**src/acr_pkg.sv**
```systemverilog
// Constants for the monitor-control and fault-mask register bank.
// Assumes an internal register port already decoded from the serial bus.
// Notes on behaviour
// [RL1] Short-circuit mask bit 7 blocks its interrupt
// [RL2] Overvoltage mask bit 6 blocks its interrupt
// [RL3] Thermal-trip mask bit 2 blocks its interrupt
// [RL4] Enable bit 7; watchdog and reset clear
// [RL5] Rate bit 6: continuous or one-shot
// [RL6] Speed field 5-4 picks resolution, resets 11b
// [RL7] Bit 3 selects running average
// [RL8] Bit 2 seeds average from fresh conversion
// [RL9] First channel-off register, bits 7 to 1
// [RL10] Second channel-off register, bits 7 to 4
// [RL11] Control resets 30h, others 0h
// [RL12] Unmasked event gives one-cycle interrupt pulse
// [RL13] Reserved read-only bits read zero
package acr_pkg;
  localparam logic [7:0] ACR_OFF_FMASK = 8'h2D;
  localparam logic [7:0] ACR_OFF_CTRL = 8'h2E;
  localparam logic [7:0] ACR_OFF_CHA = 8'h2F;
  localparam logic [7:0] ACR_OFF_CHB = 8'h30;
  localparam logic [7:0] ACR_RST_FMASK = 8'h00;
  localparam logic [7:0] ACR_RST_CTRL = 8'h30;
  localparam logic [7:0] ACR_RST_CHA = 8'h00;
  localparam logic [7:0] ACR_RST_CHB = 8'h00;
  // Writable bits of each register; the rest read zero
  localparam logic [7:0] ACR_WM_FMASK = 8'hFC;
  localparam logic [7:0] ACR_WM_CTRL = 8'hFF;
  localparam logic [7:0] ACR_WM_CHA = 8'hFE;
  localparam logic [7:0] ACR_WM_CHB = 8'hF0;
  localparam int ACR_B_SHORT = 7;
  localparam int ACR_B_OVP = 6;
  localparam int ACR_B_TRIP = 2;
  localparam int ACR_B_EN = 7;
  localparam int ACR_B_RATE = 6;
  localparam int ACR_B_SPD = 4;
  localparam int ACR_B_AVG = 3;
  localparam int ACR_B_SEED = 2;
endpackage : acr_pkg

```
**src/acr_regs.sv**
```systemverilog
// Register bank: fault interrupt masks and monitor converter control.
// Assumes a one-cycle write strobe and a combinational-free read port;
// fault events arrive as pins from analog and are synchronised here.
`timescale 1ns/10ps
module acr_regs
  import acr_pkg::*;
(
  // Clock and reset
  input wire logic CLK_I,
  input wire logic ARST_N_I,
  // Register port
  input wire logic WR_I,
  input wire logic [7:0] ADDR_I,
  input wire logic [7:0] WDATA_I,
  output logic [7:0] RDATA_O,
  // Default restore sources, one-cycle pulses
  input wire logic REG_RESET_I,
  input wire logic WATCHDOG_I,
  // Fault events from analog, asynchronous levels
  input wire logic SYS_SHORT_I,
  input wire logic SYS_OVERVOLT_I,
  input wire logic THERMAL_TRIP_I,
  // Interrupt pulse
  output logic INT_O,
  // Converter configuration
  output logic MON_EN_O,
  output logic MON_ONESHOT_O,
  output logic [1:0] MON_SPEED_O,
  output logic MON_RUNNING_AVG_O,
  output logic MON_AVG_SEED_FRESH_O,
  output logic [6:0] CHAN_OFF_A_O,
  output logic [3:0] CHAN_OFF_B_O
);

  typedef struct packed {
    logic [7:0] fmask;
    logic [7:0] ctrl;
    logic [7:0] cha;
    logic [7:0] chb;
    logic [7:0] rdata;
    logic [2:0] sync1;
    logic [2:0] sync2;
    logic [2:0] prev;
    logic irq;
  } acr_state_type;

  acr_state_type st_r;
  acr_state_type st_nxt;
  logic [2:0] blk;
  logic [2:0] rise;

  function automatic logic [7:0] upd(input logic [7:0] cur,
                                     input logic [7:0] wm);
    upd = (cur & ~wm) | (WDATA_I & wm);
  endfunction : upd

  //************
  // Next state
  //************
  always_comb begin
    st_nxt = st_r;
    blk = {st_r.fmask[ACR_B_SHORT], st_r.fmask[ACR_B_OVP],
           st_r.fmask[ACR_B_TRIP]};
    // Event is the rising edge of the synchronised fault level
    rise = st_r.sync2 & ~st_r.prev;
    st_nxt.sync1 = {SYS_SHORT_I, SYS_OVERVOLT_I, THERMAL_TRIP_I};
    st_nxt.sync2 = st_r.sync1;
    st_nxt.prev = st_r.sync2;
    st_nxt.irq = |(rise & ~blk); // RL1 RL2 RL3 RL12
    if (WR_I) begin
      if (ADDR_I == ACR_OFF_FMASK) begin
        st_nxt.fmask = upd(st_r.fmask, ACR_WM_FMASK); // RL13
      end else if (ADDR_I == ACR_OFF_CTRL) begin
        st_nxt.ctrl = upd(st_r.ctrl, ACR_WM_CTRL); // RL5 RL6 RL7 RL8
      end else if (ADDR_I == ACR_OFF_CHA) begin
        st_nxt.cha = upd(st_r.cha, ACR_WM_CHA); // RL9
      end else if (ADDR_I == ACR_OFF_CHB) begin
        st_nxt.chb = upd(st_r.chb, ACR_WM_CHB); // RL10
      end
    end
    // Watchdog only clears the enable; it wins over a same-cycle write
    if (WATCHDOG_I) begin
      st_nxt.ctrl[ACR_B_EN] = 1'b0; // RL4
    end
    if (REG_RESET_I) begin
      st_nxt.fmask = ACR_RST_FMASK; // RL11
      st_nxt.ctrl = ACR_RST_CTRL;
      st_nxt.cha = ACR_RST_CHA;
      st_nxt.chb = ACR_RST_CHB;
    end
    // Read data shows stored values, registered for a flop-driven output
    if (ADDR_I == ACR_OFF_FMASK) begin
      st_nxt.rdata = st_r.fmask;
    end else if (ADDR_I == ACR_OFF_CTRL) begin
      st_nxt.rdata = st_r.ctrl;
    end else if (ADDR_I == ACR_OFF_CHA) begin
      st_nxt.rdata = st_r.cha;
    end else if (ADDR_I == ACR_OFF_CHB) begin
      st_nxt.rdata = st_r.chb;
    end else begin
      st_nxt.rdata = 8'h00;
    end
  end

  always_ff @(posedge CLK_I or negedge ARST_N_I) begin
    if (!ARST_N_I) begin
      st_r <= '{fmask: ACR_RST_FMASK, ctrl: ACR_RST_CTRL, cha: ACR_RST_CHA,
                chb: ACR_RST_CHB, rdata: 8'h00, sync1: 3'h0, sync2: 3'h0,
                prev: 3'h0, irq: 1'b0};
    end else begin
      st_r <= st_nxt;
    end
  end

  //************
  // Outputs
  //************
  assign RDATA_O = st_r.rdata;
  assign INT_O = st_r.irq;
  assign MON_EN_O = st_r.ctrl[ACR_B_EN]; // RL4
  assign MON_ONESHOT_O = st_r.ctrl[ACR_B_RATE]; // RL5
  assign MON_SPEED_O = st_r.ctrl[ACR_B_SPD +: 2]; // RL6
  assign MON_RUNNING_AVG_O = st_r.ctrl[ACR_B_AVG]; // RL7
  assign MON_AVG_SEED_FRESH_O = st_r.ctrl[ACR_B_SEED]; // RL8
  assign CHAN_OFF_A_O = st_r.cha[7:1]; // RL9
  assign CHAN_OFF_B_O = st_r.chb[7:4]; // RL10

  //************
  // Assertions
  //************
  property p_short_block;
    @(posedge CLK_I) disable iff (!ARST_N_I)
      $rose(st_r.sync2[2]) && st_r.fmask[ACR_B_SHORT] |=> !INT_O ||
      $past(st_r.sync2[1:0] & ~st_r.prev[1:0]) != 2'b00;
  endproperty
  a_short_block: assert property (p_short_block) // RL1
    else $error("masked short fault raised interrupt");

  property p_short_pass;
    @(posedge CLK_I) disable iff (!ARST_N_I)
      st_r.sync2[2] && !st_r.prev[2] && !st_r.fmask[ACR_B_SHORT] |=> INT_O;
  endproperty
  a_short_pass: assert property (p_short_pass) // RL1
    else $error("unmasked short fault gave no interrupt");

  property p_ovp_pass;
    @(posedge CLK_I) disable iff (!ARST_N_I)
      st_r.sync2[1] && !st_r.prev[1] && !st_r.fmask[ACR_B_OVP] |=> INT_O;
  endproperty
  a_ovp_pass: assert property (p_ovp_pass) // RL2
    else $error("unmasked overvoltage gave no interrupt");

  property p_trip_pass;
    @(posedge CLK_I) disable iff (!ARST_N_I)
      st_r.sync2[0] && !st_r.prev[0] && !st_r.fmask[ACR_B_TRIP] |=> INT_O;
  endproperty
  a_trip_pass: assert property (p_trip_pass) // RL3
    else $error("unmasked thermal trip gave no interrupt");

  property p_all_masked;
    @(posedge CLK_I) disable iff (!ARST_N_I)
      (&blk) |=> !INT_O;
  endproperty
  a_all_masked: assert property (p_all_masked) // RL12
    else $error("interrupt with all sources masked");

  property p_pulse;
    @(posedge CLK_I) disable iff (!ARST_N_I)
      INT_O |=> !INT_O || $past(rise) != 3'h0;
  endproperty
  a_pulse: assert property (p_pulse) // RL12
    else $error("interrupt held as a level");

  property p_wdog;
    @(posedge CLK_I) disable iff (!ARST_N_I)
      WATCHDOG_I && !REG_RESET_I |=> !MON_EN_O ##0
      MON_SPEED_O == $past(st_r.ctrl[5:4]) || $past(WR_I);
  endproperty
  a_wdog: assert property (p_wdog) // RL4
    else $error("watchdog did not clear enable only");

  property p_regrst;
    @(posedge CLK_I) disable iff (!ARST_N_I)
      REG_RESET_I |=> st_r.ctrl == ACR_RST_CTRL && st_r.fmask == 8'h00 &&
      CHAN_OFF_A_O == 7'h00 && CHAN_OFF_B_O == 4'h0;
  endproperty
  a_regrst: assert property (p_regrst) // RL11
    else $error("register reset did not restore defaults");

  property p_reserved;
    @(posedge CLK_I) disable iff (!ARST_N_I)
      st_r.fmask[1:0] == 2'b00 && st_r.cha[0] == 1'b0 &&
      st_r.chb[3:0] == 4'h0;
  endproperty
  a_reserved: assert property (p_reserved) // RL13
    else $error("reserved read-only bit set");

  property p_ctrl_wr;
    @(posedge CLK_I) disable iff (!ARST_N_I)
      WR_I && ADDR_I == ACR_OFF_CTRL && !REG_RESET_I && !WATCHDOG_I |=>
      MON_SPEED_O == $past(WDATA_I[5:4]) &&
      MON_ONESHOT_O == $past(WDATA_I[6]) &&
      MON_RUNNING_AVG_O == $past(WDATA_I[3]) &&
      MON_AVG_SEED_FRESH_O == $past(WDATA_I[2]);
  endproperty
  a_ctrl_wr: assert property (p_ctrl_wr) // RL5 RL6 RL7 RL8
    else $error("control write not applied");

  property p_cha_wr;
    @(posedge CLK_I) disable iff (!ARST_N_I)
      WR_I && ADDR_I == ACR_OFF_CHA && !REG_RESET_I |=>
      CHAN_OFF_A_O == $past(WDATA_I[7:1]);
  endproperty
  a_cha_wr: assert property (p_cha_wr) // RL9
    else $error("channel-off A write not applied");

  property p_chb_wr;
    @(posedge CLK_I) disable iff (!ARST_N_I)
      WR_I && ADDR_I == ACR_OFF_CHB && !REG_RESET_I |=>
      CHAN_OFF_B_O == $past(WDATA_I[7:4]);
  endproperty
  a_chb_wr: assert property (p_chb_wr) // RL10
    else $error("channel-off B write not applied");

  c_int: cover property (@(posedge CLK_I) disable iff (!ARST_N_I) INT_O);
  c_wdog: cover property (@(posedge CLK_I) disable iff (!ARST_N_I)
    MON_EN_O ##1 WATCHDOG_I ##1 !MON_EN_O);
  c_rst: cover property (@(posedge CLK_I) disable iff (!ARST_N_I)
    REG_RESET_I && st_r.ctrl != ACR_RST_CTRL);
endmodule : acr_regs

```
**config.mk**
```make
export PLATFORM = sky130hd
export DESIGN_NAME = acr_regs
export DESIGN_NICKNAME = d
export VERILOG_FILES = /design/src/acr_pkg.sv /design/src/acr_regs.sv
export SDC_FILE = /design/constraint.sdc
export NUM_CORES = 1
export LEC_CHECK = 0
export BUFFER_PORTS_ARGS = -buffer_cell sky130_fd_sc_hd__clkbuf_2
export CAP_MARGIN = 20
export CORE_MARGIN = 1.5
export CORE_UTILIZATION = 48
export DETAILED_ROUTE_END_ITERATION = 8
export PLACE_DENSITY = 0.75
export SLEW_MARGIN = 10
export SYNTH_ARGS = -nofsm -noshare
export SYNTH_HDL_FRONTEND = slang
export SYNTH_SLANG_ARGS = --single-unit
```
**constraint.sdc**
```tcl
create_clock -name CLK_I -period 0.9 [get_ports CLK_I]
set_clock_uncertainty 0.05 [all_clocks]
set_input_delay 0.09 -clock CLK_I [delete_from_list [all_inputs] [get_ports CLK_I]]
set_output_delay 0.09 -clock CLK_I [all_outputs]
set_load 0.02 [all_outputs]
```
Word-level counts from Yosys, hierarchy flattened
Cells that the tools add are included.
- register bits after elaboration: 50
- logic and storage cells: 52
- equality and inequality tests: 8
- multiplexer cells: 14
- bitwise logic cells: 7
- reductions and logical operators: 13
- operators with widths (cell ; number):
    8-bit 2-to-1 mux ; 9
    32-bit 2-to-1 mux ; 2
    8-bit by 6-bit equality test with 1-bit output, second input constant ; 4
    24-bit 2-to-1 mux ; 1
    16-bit 2-to-1 mux ; 1
    2-bit nonzero test ; 5
    1-bit by 8-bit OR with 8-bit output ; 1
    2-bit by 8-bit OR with 8-bit output ; 1
    4-bit by 8-bit OR with 8-bit output ; 1
    3-bit bitwise AND ; 2
    2-bit != test, second input constant ; 3
    3-bit inverter ; 2
    3-bit AND reduction ; 2
    3-bit nonzero test ; 2
    5-bit AND reduction ; 1
    4-bit AND reduction ; 1
    3-bit != test, second input constant ; 1
    3-bit OR reduction ; 1
    2-bit AND reduction ; 1
    1-bit 2-to-1 mux ; 1

Longest topological paths before layout
- word-level depth: 8
- depth in mapped cells: 5
- mapped depth without buffers: 3

Worst setup path before layout
OpenSTA, ideal clock, no wires.
- path type: in2reg
- start point: in WR_I
- end point: reg st_r, in the netlist MON_SPEED_O[0]
- setup time: 0.075 ns
- arrival time: 1.250 ns
- slack: -0.475 ns
- stages on the path: 4
- buffers on the path: 1
- path through: clkbuf_1 -> inv_1 -> nor4_4 -> mux2i_1
- word-level cells in the longest chain between the ends: 2
- RTL lines (what ; line ; RTL):
    start, declared ; acr_regs.sv:12 ; input wire logic WR_I,
    2-bit nonzero test (no source line) ; - ;
    3-bit AND reduction (no source line) ; - ;
    end signal, assigned ; acr_regs.sv:107 ; st_r <= '{fmask: ACR_RST_FMASK, ctrl: ACR_RST_CTRL, cha: ACR_RST_CHA,
    end signal, assigned ; acr_regs.sv:111 ; st_r <= st_nxt;
    end, declared ; acr_regs.sv:47 ; acr_state_type st_r;
No other way between the ends.
A chain may end at the register's enable or synchronous reset.

==> impl_results.md <==
- Synth Flop Type: dfrtp_1
- CTS tree: built
- Starting Density: 50.2%
- Clock root cell: clkbuf_8
- Antenna violations before repair: 0
- PortBufs: 49
- Worst setup path start: ADDR_I[6]
- Pwr per Cell Area: 1170 mW/mm^2
- Lkg Pwr: 1.54 nW
- Failing checks: negative setup slack
- I/O pins: 50
- Hold path start: WDATA_I[2]
- Synthesized flop and latch total: 43
- H-tree depth: 2
- Number of global-route vias before repair: 2101
- Int Pwr: 3.15 mW
- Post-synth EDFFs: 0
- Final net count: 315
- Worst vdd ir: 1260 uV
- Setup ws final: -0.281 ns
- Mapped Cells: 207
- Critical path launch point type: input port
- Drt total wl: 8530 um
- Placed cell areas: 0.00264 sq mm
- Synth unique cells: 32
- Post-DP HPWL: 3720 um
- Number of antenna diodes: 0
- Total power: 4.29 mW
- Worst EP required: 1.08 ns
- Yosys warnings: 0
- Largest net degree at the start of global routing: 44
- Fraction of layout cells with a size suffix above 1: 54.8%
- # rows: 24
- Status: finished with violations
- Syn avg cell area: 10.6 sq um
- Hold_ws: 0.0252 ns
- Clk network pwr share: 38.9%
- Rel. slew slack: 71.7%
- Die W: 70.5 um
- CP endpoint kind: flip-flop
- Switch share: 26.6%
- Final hold vios: 0
- Clock Sinks: 43
- Hold Path Class: in2reg
- Slew @ Worst Pin: 0.424 ns
- Max Fanout on Critical Path: 8
- Initial DRC count: 313
- TritonCTS buffer count: 5
- Dpl ws: -0.550 ns
- Area grow syn2layout: 67.7%
- Post-synthesis sequential area ratio: 49.3%
- Final setup fails: 59
- Final worst-path cycle share: 131%
- Max_cap viols: 0
- Area of the mapped netlist: 0.00219 sq mm
- DR DRC count: 0
- Comb pwr share: 15.1%
- Die area: 0.00497 sq mm
- Slew Limit Fails: 0
- Overall Global Routing Usage: 29.4%
- Routability cong.: 0.904
- Clock-pin slew on the worst setup and hold paths: 0.09 ns
- Syn Nets: 231
- Final ANT Viol Nets: 0
- Fin crit period: 1.18 ns
- Fmax: 847 MHz
- RSZ-0062 raised after global routing: yes
- Final Cell Area: 0.00367 sq mm
- Via count: 2276
- Sequential power share: 46.0%
- Synth async-reset ratio: 100%
- Clock tree buffer depth: 2
- Height of the die: 70.5 um
- 1st-pass router iterations: 5
- Worst R2R Start: MON_SPEED_O[1]
- Multi-input gate area: 0.00125 sq mm
- Arrival @ worst endpoint: 1.36 ns
- Setup CP Type: in2reg
- Total Neg Setup Slack: -8.33 ns
- Global route overflow: 0
- Core ar.: 0.00435 sq mm
- Layout fillers: 205
- Latest clock arrival within the worst-skew pair: 0.31 ns
- Vias per cell: 6.62
- Switch Pwr: 1.14 mW
- First-pass GRT wire length: 11100 um
- Routed WL per cell: 24.8 um
- Register area: 0.00108 sq mm
[cell usage after synthesis, types with 2 or more instances]
cell	number	area, sq um
a211o_1	2	17.5
a21oi_1	17	85.1
a22oi_1	2	15.0
a32oi_1	4	35.0
and3b_1	2	17.5
buf_2	3	15.0
buf_4	21	158
clkbuf_1	12	45.0
dfrtp_1	41	1030
dfstp_2	2	52.6
mux2_2	2	22.5
mux2i_1	9	90.1
nand2_1	5	18.8
nand2b_1	13	81.3
nand3_1	4	20.0
nand3b_1	2	15.0
nand4_1	21	131
nor2_1	10	37.5
nor3b_1	3	22.5
nor4b_2	2	30.0
o22ai_1	4	25.0
o31ai_1	13	97.6
o41ai_1	4	35.0
[registers in the layout, indices dropped and copies added (netlist names)]
name	flops
RDATA_O	8
st_r	8
CHAN_OFF_A_O	7
st_nxt	6
CHAN_OFF_B_O	4
blk	3
MON_SPEED_O	2
INT_O	1
MON_AVG_SEED_FRESH_O	1
MON_EN_O	1
MON_ONESHOT_O	1
MON_RUNNING_AVG_O	1
[kinds of logic (layout without fill, tap and decap cells)]
family,after synthesis,in the layout,synth area share [%]
compound gates,46,46,14.2
buf+inv,37,122,10.1
flops,43,43,49.3
mux,11,11,5.15
simple gates,70,70,21.2
[final cells by class]
class	count	area share, %
Multi-Input combinational cell	127	34.0
Timing Repair Buffer	113	31.4
Sequential cell	43	29.4
Clock buffer	6	2.25
Tap cell	52	1.77
Clock inverter	2	1.06
Inverter	1	0.102
[critical path, cell delays in order]
cell,delay [ns]
buf_6,0.10
or3b_4,0.45
buf_12,0.18
a211o_4,0.30
a32oi_1,0.23
[through the flow]
stage          cells  util (%)
2_1_floorplan    207         -
3_3_place_gp     300      60.7
3_5_place_dp     300      60.7
4_1_cts          340      76.7
5_1_grt          344      84.2
6_report         344      84.2
[cell usage in the layout (no fill, tap or decap), types with 7 or more instances in the layout]
| cell | netlist | layout |
|---|---|---|
| clkbuf_8 | 0 | 14 |
| dlygate4sd3_1 | 0 | 7 |
| buf_12 | 0 | 9 |
| clkbuf_2 | 0 | 19 |
| dfrtp_1 | 41 | 41 |
| o31ai_4 | 0 | 13 |
| buf_6 | 0 | 29 |
| nor2_1 | 10 | 9 |
| nand2b_1 | 13 | 13 |
| nand4_1 | 21 | 21 |
| buf_4 | 21 | 32 |
| a21oi_1 | 17 | 8 |
| a21oi_2 | 0 | 9 |
| mux2i_1 | 9 | 9 |
[per-layer routing]
| layer | vias up | track usage [%] | part of all wire (%) |
|---|---|---|---|
| li1 | 927 | - | - |
| met1 | 1113 | 39.0 | 38 |
| met2 | 197 | 43.7 | 46 |
| met5 | - | 0 | 0 |
| met3 | 39 | 7.50 | 11 |
| met4 | 0 | 16.7 | 4.7 |
[power by group through the flow]
stage                     clock network [mW]  logic [mW]  registers [mW]
after floorplan                            0       0.195            2.01
after global placement                     0       0.429            2.00
after detailed placement                   0       0.435            2.01
after CTS                               1.65       0.530            1.97
after global routing                    1.76       0.674            1.97
final                                   1.67       0.649            1.97
[what timing repair did]
action | CTS | global route
gates resized for setup | 53 | 87
hold buffers | 7 | 0
endpoints found under the setup margin | 58 | 60
cloned | 1 | 2
endpoints found under the hold margin | 50 | 0
pin swaps | 30 | 20
setup buffers | 24 | 4
[final timing paths]
check | cells after the start | slack [ns] | endpoint
setup / recovery | 5 | -0.28 | RDATA_O[6]
hold / removal | 3 | 0.03 | CHAN_OFF_A_O[1]
setup reg to reg | 3 | -0.21 | RDATA_O[5]
hold reg to reg | 0 | 0.30 | st_nxt[2]
max in group asynchronous | 3 | 0.28 | MON_SPEED_O[1]
min in group asynchronous | 3 | 0.25 | CHAN_OFF_B_O[0]
No activity file was read; power rests on OpenSTA's default activity.
